<file path="src/scr_pkg.sv">
// shared constants and types for the serial configuration and readback port
package scr_pkg;
    // ============================================================
    // word layout
    localparam int WORD_W = 32;
    localparam int ADDR_LSB = 0;
    localparam int ADDR_W = 5;
    localparam int SEL_W = 3;
    localparam logic [4:0] ADDR_REG1 = 5'h09;
    localparam logic [4:0] ADDR_REG2 = 5'h0A;
    localparam logic [4:0] ADDR_RDCMD = 5'h08;
    localparam logic [2:0] SEL_NONE = 3'h4;
    localparam logic [2:0] SEL_REG0 = 3'h0;
    localparam logic [2:0] SEL_REG1 = 3'h1;
    localparam logic [2:0] SEL_REG2 = 3'h2;
    localparam int RD_SEL_LSB = 28;
    localparam int RD_FLAG_BIT = 31;
    localparam int RB_BITS = 32;
    // ============================================================
    // power_gain_filter_setup fields
    localparam int R1_MIX_PD = 5;
    localparam int R1_BUF_PD = 7;
    localparam int R1_FILT_PD = 8;
    localparam int R1_CAL_PD = 10;
    localparam int R1_GAIN_LSB = 12;
    localparam logic [4:0] GAIN_MAX = 5'h18;
    localparam int R1_CORNER_LSB = 17;
    localparam int R1_DET_RES = 25;
    localparam int R1_DET_CAP = 26;
    localparam int R1_FAST_EN = 27;
    localparam int R1_FAST_X2 = 28;
    localparam int R1_OSC_TEST = 29;
    localparam int R1_ATTN = 31;
    localparam logic [31:0] R1_RESET = 32'h0100_FC89;
    // ============================================================
    // offset_calibration_setup fields
    localparam int R2_AUTOCAL = 5;
    localparam int R2_IDAC_LSB = 6;
    localparam int R2_QDAC_LSB = 14;
    localparam int R2_CAL_SEL = 24;
    localparam int R2_DIV_LSB = 25;
    localparam int R2_CLK_SEL = 28;
    localparam logic [31:0] R2_RESET = 32'h71E0_200A;
    localparam logic [7:0] DAC_RESET = 8'h80;
    // ============================================================
    // offset_dac_and_version_readback layout
    localparam int R0_ID_LSB = 5;
    localparam int R0_Q_LSB = 16;
    localparam int R0_I_LSB = 24;
    // ============================================================
    // calibration divide ratios, codes 0..7
    localparam logic [14:0] DIV_R0 = 15'h0001;
    localparam logic [14:0] DIV_R1 = 15'h0008;
    localparam logic [14:0] DIV_R2 = 15'h0010;
    localparam logic [14:0] DIV_R3 = 15'h0080;
    localparam logic [14:0] DIV_R4 = 15'h0100;
    localparam logic [14:0] DIV_R5 = 15'h0400;
    localparam logic [14:0] DIV_R6 = 15'h0800;
    localparam logic [14:0] DIV_R7 = 15'h412C;
    // ============================================================
    // timing
    localparam int CLK_HZ = 20000000;
    localparam int OSC_HZ = 900000;
    localparam int OSC_HALF = CLK_HZ / (2 * OSC_HZ);
    localparam int SCLK_HALF = 8;
    // ============================================================
    // controller register map
    localparam logic [3:0] HOFF_WORD = 4'h0;
    localparam logic [3:0] HOFF_CTRL = 4'h4;
    localparam logic [3:0] HOFF_STAT = 4'h8;
    localparam logic [3:0] HOFF_RDATA = 4'hC;
    localparam int HCTRL_WRITE = 0;
    localparam int HCTRL_READ = 1;
    localparam int HCTRL_SEL_LSB = 4;
    typedef enum logic [2:0] {
        SCR_IDLE,
        SCR_SHIFT,
        SCR_STROBE,
        SCR_GAP,
        SCR_RDCLK
    } scr_hstate_t;
endpackage

</file>
<file path="src/scr_link_if.sv">
// three-wire programming link plus readback pin between controller and device
`timescale 1ns/100ps
interface scr_link_if;
    logic sclk;
    logic sdata;
    logic latch_enable_pulse;
    logic readback;
    modport dev (
        input sclk,
        input sdata,
        input latch_enable_pulse,
        output readback
    );
    modport host (
        output sclk,
        output sdata,
        output latch_enable_pulse,
        input readback
    );
endinterface

</file>
<file path="src/scr_device.sv">
// device end: shift register, configuration registers, calibration, readback
`timescale 1ns/100ps
// Operation
// - 32-bit shift register fed from data line
// - words arrive LSB first, sampled on rising clock
// - strobe rise copies word to addressed register
// - first shifted bits form destination address
// - select code 4 writes nothing
// - readback: command word then device shifts out
// - output changes on rising edge, LSB first
// - first clock idle, then 32 data clocks
// - readback shows calibrated or manual I and Q DAC values
// - power-down bits 5, 7, 8, 10
// - gain code bits 12-16, reset 15, max 24
// - corner code bits 17-24, reset 128
// - detector resistor bit 25, capacitor bit 26
// - fast gain enable bit 27, x2 bit 28
// - bit 29 routes oscillator to readback pin
// - attenuator bit 31, bit 11 resets high
// - bit 5 starts autocal, self-clears when done
// - I DAC code bits 6-13, reset 0x80
// - bit 24 selects manual or automatic calibration
// - bits 25-27 select calibration divide ratio
// - bit 28 selects oscillator or serial clock
module scr_device #(
    parameter logic [1:0] VERSION_ID = 2'h3, // arbitrary value
    parameter int OSC_HALF_CYC = scr_pkg::OSC_HALF
) (
    input wire logic clock,
    input wire logic srst,
    scr_link_if.dev link,
    input wire logic [7:0] cal_i_result,
    input wire logic [7:0] cal_q_result,
    output logic mixer_powerdown,
    output logic test_buffer_powerdown,
    output logic filter_powerdown,
    output logic calib_logic_powerdown,
    output logic [4:0] baseband_gain_code,
    output logic [7:0] corner_frequency_code,
    output logic detector_resistor_enable,
    output logic detector_capacitor_enable,
    output logic external_gain_step_enable,
    output logic gain_multiplier_x2,
    output logic output_attenuator_enable,
    output logic [7:0] i_offset_code,
    output logic [7:0] q_offset_code,
    output logic calib_busy
);
    typedef struct packed {
        logic [1:0] sclk_sync;
        logic sclk_prev;
        logic [1:0] sdat_sync;
        logic [1:0] stb_sync;
        logic stb_prev;
        logic [31:0] shift;
        logic [31:0] reg1;
        logic [31:0] reg2;
        logic [7:0] dac_i;
        logic [7:0] dac_q;
        logic cal_busy;
        logic [14:0] cal_cnt;
        logic [7:0] osc_cnt;
        logic osc_lvl;
        logic rb_active;
        logic rb_idle;
        logic [5:0] rb_cnt;
        logic [31:0] rb_shift;
        logic rb_pin;
    } scr_dev_state_t;

    scr_dev_state_t st;
    scr_dev_state_t next_st;

    // ============================================================
    // helpers
    function automatic logic [14:0] scr_div_ratio(input logic [2:0] code);
        case (code)
            3'h0: scr_div_ratio = scr_pkg::DIV_R0;
            3'h1: scr_div_ratio = scr_pkg::DIV_R1;
            3'h2: scr_div_ratio = scr_pkg::DIV_R2;
            3'h3: scr_div_ratio = scr_pkg::DIV_R3;
            3'h4: scr_div_ratio = scr_pkg::DIV_R4;
            3'h5: scr_div_ratio = scr_pkg::DIV_R5;
            3'h6: scr_div_ratio = scr_pkg::DIV_R6;
            default: scr_div_ratio = scr_pkg::DIV_R7;
        endcase
    endfunction

    logic sclk_rise;
    logic stb_rise;
    logic sclk_fall;
    logic osc_tick;
    logic cal_tick;
    logic [4:0] word_addr;
    logic [2:0] rd_sel;
    logic [31:0] reg0_word;
    logic [7:0] osc_last;

    // ============================================================
    // next state
    always_comb begin
        next_st = st;
        next_st.sclk_sync = {st.sclk_sync[0], link.sclk};
        next_st.sclk_prev = st.sclk_sync[1];
        next_st.sdat_sync = {st.sdat_sync[0], link.sdata};
        next_st.stb_sync = {st.stb_sync[0], link.latch_enable_pulse};
        next_st.stb_prev = st.stb_sync[1];
        sclk_rise = st.sclk_sync[1] && !st.sclk_prev;
        stb_rise = st.stb_sync[1] && !st.stb_prev;
        sclk_fall = !st.sclk_sync[1] && st.sclk_prev;
        word_addr = st.shift[scr_pkg::ADDR_LSB +: scr_pkg::ADDR_W];
        rd_sel = st.shift[scr_pkg::RD_SEL_LSB +: scr_pkg::SEL_W];
        reg0_word = '0;
        reg0_word[scr_pkg::ADDR_LSB +: scr_pkg::ADDR_W] = scr_pkg::ADDR_RDCMD;
        reg0_word[scr_pkg::R0_ID_LSB +: 2] = VERSION_ID;
        reg0_word[scr_pkg::R0_Q_LSB +: 8] = st.dac_q;
        reg0_word[scr_pkg::R0_I_LSB +: 8] = st.dac_i;

        // shift LSB first on rising clock
        if (sclk_rise) begin
            next_st.shift = {st.sdat_sync[1], st.shift[31:1]};
        end

        osc_last = 8'(OSC_HALF_CYC - 1);
        osc_tick = 1'b0;
        if (st.osc_cnt >= osc_last) begin
            next_st.osc_cnt = 8'h00;
            next_st.osc_lvl = !st.osc_lvl;
            osc_tick = !st.osc_lvl;
        end else begin
            next_st.osc_cnt = st.osc_cnt + 8'h01;
        end
        cal_tick = st.reg2[scr_pkg::R2_CLK_SEL] ? osc_tick : sclk_rise;

        // autocal runs for the selected ratio
        if (!st.cal_busy) begin
            if (st.reg2[scr_pkg::R2_AUTOCAL] && st.reg2[scr_pkg::R2_CAL_SEL]
                    && !st.reg1[scr_pkg::R1_CAL_PD]) begin
                next_st.cal_busy = 1'b1;
                next_st.cal_cnt = 15'h0000;
            end
        end else if (cal_tick) begin
            if (st.cal_cnt == scr_div_ratio(st.reg2[scr_pkg::R2_DIV_LSB +: 3]) - 15'h0001)
                    begin
                next_st.cal_busy = 1'b0;
                next_st.dac_i = cal_i_result;
                next_st.dac_q = cal_q_result;
                next_st.reg2[scr_pkg::R2_AUTOCAL] = 1'b0;
            end else begin
                next_st.cal_cnt = st.cal_cnt + 15'h0001;
            end
        end
        if (!st.reg2[scr_pkg::R2_CAL_SEL]) begin
            next_st.dac_i = st.reg2[scr_pkg::R2_IDAC_LSB +: 8];
            next_st.dac_q = st.reg2[scr_pkg::R2_QDAC_LSB +: 8];
        end

        // idle clock, then 32 bits out
        if (st.rb_active && sclk_rise) begin
            if (st.rb_idle) begin
                next_st.rb_idle = 1'b0;
            end else if (st.rb_cnt == 6'(scr_pkg::RB_BITS)) begin
                next_st.rb_active = 1'b0;
            end else begin
                next_st.rb_pin = st.rb_shift[0];
                next_st.rb_shift = {1'b0, st.rb_shift[31:1]};
                next_st.rb_cnt = st.rb_cnt + 6'h01;
            end
        end
        // release pin once last bit is taken
        if (st.rb_active && !st.rb_idle && sclk_fall
                && st.rb_cnt == 6'(scr_pkg::RB_BITS)) begin
            next_st.rb_active = 1'b0;
        end

        if (stb_rise) begin
            next_st.rb_active = 1'b0;
            // full five-bit match; code 4 has no target
            if (word_addr == scr_pkg::ADDR_REG1) begin
                next_st.reg1 = st.shift;
            end else if (word_addr == scr_pkg::ADDR_REG2) begin
                next_st.reg2 = st.shift;
            end else if (word_addr == scr_pkg::ADDR_RDCMD && st.shift[scr_pkg::RD_FLAG_BIT])
                    begin
                next_st.rb_active = 1'b1;
                next_st.rb_idle = 1'b1;
                next_st.rb_cnt = 6'h00;
                case (rd_sel)
                    scr_pkg::SEL_REG0: next_st.rb_shift = reg0_word;
                    scr_pkg::SEL_REG1: next_st.rb_shift = st.reg1;
                    scr_pkg::SEL_REG2: next_st.rb_shift = st.reg2;
                    default: next_st.rb_shift = '0;
                endcase
            end
        end
        if (!next_st.rb_active) begin
            next_st.rb_pin = 1'b0;
        end
        if (srst) begin
            next_st = '0;
            next_st.reg1 = scr_pkg::R1_RESET;
            next_st.reg2 = scr_pkg::R2_RESET;
            next_st.dac_i = scr_pkg::DAC_RESET;
            next_st.dac_q = scr_pkg::DAC_RESET;
        end
    end

    always_ff @(posedge clock) begin
        st <= next_st;
    end

    // ============================================================
    // outputs
    // oscillator test routing
    assign link.readback = st.reg1[scr_pkg::R1_OSC_TEST] ? st.osc_lvl : st.rb_pin;
    assign mixer_powerdown = st.reg1[scr_pkg::R1_MIX_PD];
    assign test_buffer_powerdown = st.reg1[scr_pkg::R1_BUF_PD];
    assign filter_powerdown = st.reg1[scr_pkg::R1_FILT_PD];
    assign calib_logic_powerdown = st.reg1[scr_pkg::R1_CAL_PD];
    assign baseband_gain_code = (st.reg1[scr_pkg::R1_GAIN_LSB +: 5] > scr_pkg::GAIN_MAX) ?
        scr_pkg::GAIN_MAX : st.reg1[scr_pkg::R1_GAIN_LSB +: 5];
    assign corner_frequency_code = st.reg1[scr_pkg::R1_CORNER_LSB +: 8];
    assign detector_resistor_enable = st.reg1[scr_pkg::R1_DET_RES];
    assign detector_capacitor_enable = st.reg1[scr_pkg::R1_DET_CAP];
    assign external_gain_step_enable = st.reg1[scr_pkg::R1_FAST_EN];
    assign gain_multiplier_x2 = st.reg1[scr_pkg::R1_FAST_X2];
    assign output_attenuator_enable = st.reg1[scr_pkg::R1_ATTN];
    assign i_offset_code = st.dac_i;
    assign q_offset_code = st.dac_q;
    assign calib_busy = st.cal_busy;
endmodule

</file>
<file path="src/flat_wrapper.sv">
// flat-port wrapper written by rule: the top's interface ports become plain ports
module scr_device_flat 
#(
    parameter logic [1:0] VERSION_ID = 2'h3,                   
    parameter int OSC_HALF_CYC = scr_pkg::OSC_HALF
)
  (clock, srst, cal_i_result, cal_q_result, mixer_powerdown, test_buffer_powerdown, filter_powerdown, calib_logic_powerdown, baseband_gain_code, corner_frequency_code, detector_resistor_enable, detector_capacitor_enable, external_gain_step_enable, gain_multiplier_x2, output_attenuator_enable, i_offset_code, q_offset_code, calib_busy, link_sclk, link_sdata, link_latch_enable_pulse, link_readback);
  scr_link_if link_i ();
  input wire logic clock;
  input wire logic srst;
  input wire logic [7:0] cal_i_result;
  input wire logic [7:0] cal_q_result;
  output logic mixer_powerdown;
  output logic test_buffer_powerdown;
  output logic filter_powerdown;
  output logic calib_logic_powerdown;
  output logic [4:0] baseband_gain_code;
  output logic [7:0] corner_frequency_code;
  output logic detector_resistor_enable;
  output logic detector_capacitor_enable;
  output logic external_gain_step_enable;
  output logic gain_multiplier_x2;
  output logic output_attenuator_enable;
  output logic [7:0] i_offset_code;
  output logic [7:0] q_offset_code;
  output logic calib_busy;
  input wire logic [$bits(link_i.sclk)-1:0] link_sclk;
  input wire logic [$bits(link_i.sdata)-1:0] link_sdata;
  input wire logic [$bits(link_i.latch_enable_pulse)-1:0] link_latch_enable_pulse;
  output wire logic [$bits(link_i.readback)-1:0] link_readback;
  assign link_i.sclk = link_sclk;
  assign link_i.sdata = link_sdata;
  assign link_i.latch_enable_pulse = link_latch_enable_pulse;
  assign link_readback = link_i.readback;
  scr_device #(.VERSION_ID(VERSION_ID), .OSC_HALF_CYC(OSC_HALF_CYC)) u_core (.clock(clock), .srst(srst), .link(link_i), .cal_i_result(cal_i_result), .cal_q_result(cal_q_result), .mixer_powerdown(mixer_powerdown), .test_buffer_powerdown(test_buffer_powerdown), .filter_powerdown(filter_powerdown), .calib_logic_powerdown(calib_logic_powerdown), .baseband_gain_code(baseband_gain_code), .corner_frequency_code(corner_frequency_code), .detector_resistor_enable(detector_resistor_enable), .detector_capacitor_enable(detector_capacitor_enable), .external_gain_step_enable(external_gain_step_enable), .gain_multiplier_x2(gain_multiplier_x2), .output_attenuator_enable(output_attenuator_enable), .i_offset_code(i_offset_code), .q_offset_code(q_offset_code), .calib_busy(calib_busy));
endmodule
</file>
<file path="config.mk">
export PLATFORM = sky130hd
export DESIGN_NAME = scr_device_flat
export DESIGN_NICKNAME = d
export VERILOG_FILES = /design/src/scr_pkg.sv /design/src/scr_link_if.sv /design/src/scr_device.sv /design/src/flat_wrapper.sv
export SDC_FILE = /design/constraint.sdc
export NUM_CORES = 1
export LEC_CHECK = 0
export BUFFER_PORTS_ARGS = -buffer_cell sky130_fd_sc_hd__buf_4
export CAP_MARGIN = 20
export CORE_MARGIN = 3
export CORE_UTILIZATION = 30
export CTS_CLUSTER_SIZE = 16
export DETAILED_ROUTE_END_ITERATION = 10
export PLACE_DENSITY = 0.55
export SKIP_CTS_REPAIR_TIMING = 1
export SYNTH_ARGS = -nofsm -noshare
export SYNTH_HDL_FRONTEND = slang
export SYNTH_SLANG_ARGS = --single-unit
</file>
<file path="constraint.sdc">
create_clock -name clock -period 2.3 [get_ports clock]
set_input_delay 0.575 -clock clock [delete_from_list [all_inputs] [get_ports clock]]
set_output_delay 0.575 -clock clock [all_outputs]
set_load 0.01 [all_outputs]
</file>
==> flow_metrics.env <==
export IMPL_status="finished, violations left"
export IMPL_violations="setup timing"
export IMPL_arrival_ps=2620
export IMPL_drcViolationCount=0
export IMPL_clk_pin_slew_worst_paths_ps=70
export IMPL_synth_most_common_cell="nand2_1"
export IMPL_crit_type="flip-flop to flip-flop"
export IMPL_syn_area_um2=8090
export IMPL_final_max_slew_violation_count=0
export IMPL_drt_vias_per_instance=4.96
export IMPL_core_area_um2=26300
export IMPL_worstPathMaxFanout=17
export IMPL_synth_area_leader_cell="dfxtp_1"
export IMPL_htree_levels=4
export IMPL_synth_commonest_cells="nand2_1, dfxtp_1, a21oi_1"
export IMPL_clock_skew_ps=13.6
export IMPL_clockBufferDepth=2
export IMPL_multiInputGateArea_um2=3910
export IMPL_place_hpwl_um=15400
export IMPL_synth_top_flop_cell="dfxtp_1"
export IMPL_synth_top_area_share_pct=46.0
export IMPL_grt_remaining_overflow=0
export IMPL_cap_violations=0
export IMPL_start_util_pct=30.8
export IMPL_dieArea_um2=29000
export IMPL_antenna_found_initial=0
export IMPL_dieHeight_um=170
export IMPL_nets=1054
export IMPL_ys_types=58
export IMPL_fin_cells=1376
export IMPL_synth_edf_count=0
export IMPL_die_w_um=170
export IMPL_slew_headroom_pct=65.7
export IMPL_yosysWarnings=0
export IMPL_end_kind="flip-flop"
export IMPL_min_period_over_period_pct=101
export IMPL_ys_seq_area_share_pct=46.0
export IMPL_hold_path_class="primary input to flip-flop"
export IMPL_p_leak_uw=0.00359
export IMPL_synth_area_leaders="dfxtp_1, nand2_1, a21oi_1"
export IMPL_grt_pass1_vias=6471
export IMPL_area_growth_pct=18.6
export IMPL_vias=6821
export IMPL_cts_sinks=186
export IMPL_n_fill_cell=2745
export IMPL_max_freq_ghz=0.431
export IMPL_total_power_uw=6270
export IMPL_cp_start_kind="flip-flop"
export IMPL_regArea_um2=3730
export IMPL_pin_count=61
export IMPL_avgRoutedWirePerCell_um=16.3
export IMPL_portBuffers=60
export IMPL_gp_congestion=0.826
export IMPL_peakVddDrop_mv=0.357
export IMPL_cts_inserted_buffers=17
export IMPL_final_setup_worst_slack_ps=-18.5
export IMPL_place_area_um2=8980
export IMPL_synth_cells=987
export IMPL_setup_viol=1
export IMPL_rows=59
export IMPL_design_area_um2=9600
export IMPL_placed_cells=1342
export IMPL_drive_above_1_share_pct=16.5
export IMPL_ant_nets=0
export IMPL_drt_iter0_drc=535
export IMPL_cts_root_buf="clkbuf_16"
export IMPL_finalCriticalPeriod_ps=2320
export IMPL_syn_avg_cell_area_um2=8.20
export IMPL_clk_latency_ps=440
export IMPL_synth_seq_cells=186
export IMPL_powerDensity_nw_per_um2=653
export IMPL_num_antenna_cells=0
export IMPL_grt_setup_unrepaired="true"
export IMPL_synthArstFlopShare_pct=0
export IMPL_required_ps=2610
export IMPL_wirelength_um=22500
export IMPL_grt_max_degree=74
export IMPL_dr_pass1_iters=5
export IMPL_hold_viol_final=0
export IMPL_grt_pass1_wl_um=35700
export IMPL_track_usage_pct=15.5
export IMPL_cts_tree="yes"
export IMPL_tightest_slew_ps=512
==> state kept, by name, summed over array words and instances, names as in the netlist, 3 cells and up <==
| signal | count |
|---|---|
| u_core.i_offset_code | 8 |
| u_core.corner_frequency_code | 8 |
| u_core.rd_sel | 3 |
| u_core.st | 149 |
| u_core.q_offset_code | 8 |
==> cells in the final DEF, fill, tap and decap left out, types with 6 or more instances in the layout <==
cell and instances:
and3_1 16, a21oi_1 111, a211oi_1 16, nand2_1 247, mux2i_1 42, xnor2_1 12
buf_4 113, dfxtp_1 184, xor2_1 6, nand3_1 25, inv_1 8, a22o_1 13
and2_1 7, o22ai_1 13, clkbuf_16 17, nor3_1 13, o21ai_1 6, nor2_1 48
inv_6 6, a31oi_1 22, o21ai_0 10, nor2b_1 13, nand2b_1 6
==> metrics by stage <==
| stage | hold slack [ps] | worst slack, ps | util, % | TNS, ps |
|---|---|---|---|---|
| after global routing | 362 | -102 | 36.5 | -961 |
| final | 349 | -18.5 | 36.5 | -18.5 |
| after CTS | 338 | -61.2 | 36.3 | -431 |
| after global placement | 413 | 28.6 | 34.2 | 0 |
| after detailed placement | 418 | -42.5 | 34.2 | -173 |
| after floorplan | 401 | -51.7 | - | -399 |
==> where the power goes <==
group | switching [uW] | internal [uW]
combinational | 107 | 55.2
sequential | 5.98 | 3230
clock | 1420 | 1460
==> cell type report <==
cell class / instances / area share [%]
Sequential cell: 186 / 38.8
Inverter: 8 / 0.313
Timing Repair Buffer: 118 / 9.88
Clock buffer: 18 / 4.57
Tap cell: 335 / 4.36
Multi-Input combinational cell: 697 / 40.7
Clock inverter: 14 / 1.33
==> metal layers <==
layer | wire length (um) | track usage (%) | share of wire (%) | up-vias
met5 | 0 | 0 | 0 | -
met4 | 471 | 5.08 | 2.1 | 0
met3 | 698 | 2.60 | 3.1 | 19
met2 | 10500 | 25.0 | 47 | 127
met1 | 10800 | 21.2 | 48 | 3241
li1 | - | - | - | 3434
==> cell families after synthesis <==
logic type / share of synthesized area, %
XOR/XNOR: 1.95
AO/OA/AOI/OAI: 16.4
multiplexers: 5.33
flip-flops: 46.0
other: 0.0463
adder cells (fa/ha/maj): 0.773
buffers and inverters: 6.34
AND/OR/NAND/NOR: 23.1
==> worst max-delay path, cell delays in order, from the launching register on <==
cell and delay, ps:
dfxtp_4 380, or3_4 400, a2111oi_4 310, o211ai_2 180
o21bai_4 230, nor3_4 160, buf_12 200, mux2i_1 230
a211oi_1 90
==> worst paths after layout <==
check	startpoint	endpoint	slack [ps]	cells past startpoint
worst min-delay path	link_sclk	u_core.st[184]	350	2
worst max-delay path	u_core.st[108]	u_core.q_offset_code[0]	-20	8
worst max register to register	u_core.st[108]	u_core.q_offset_code[0]	-20	8
worst min register to register	u_core.st[182]	u_core.st[177]	440	2
(Power assumes the default switching activity.)
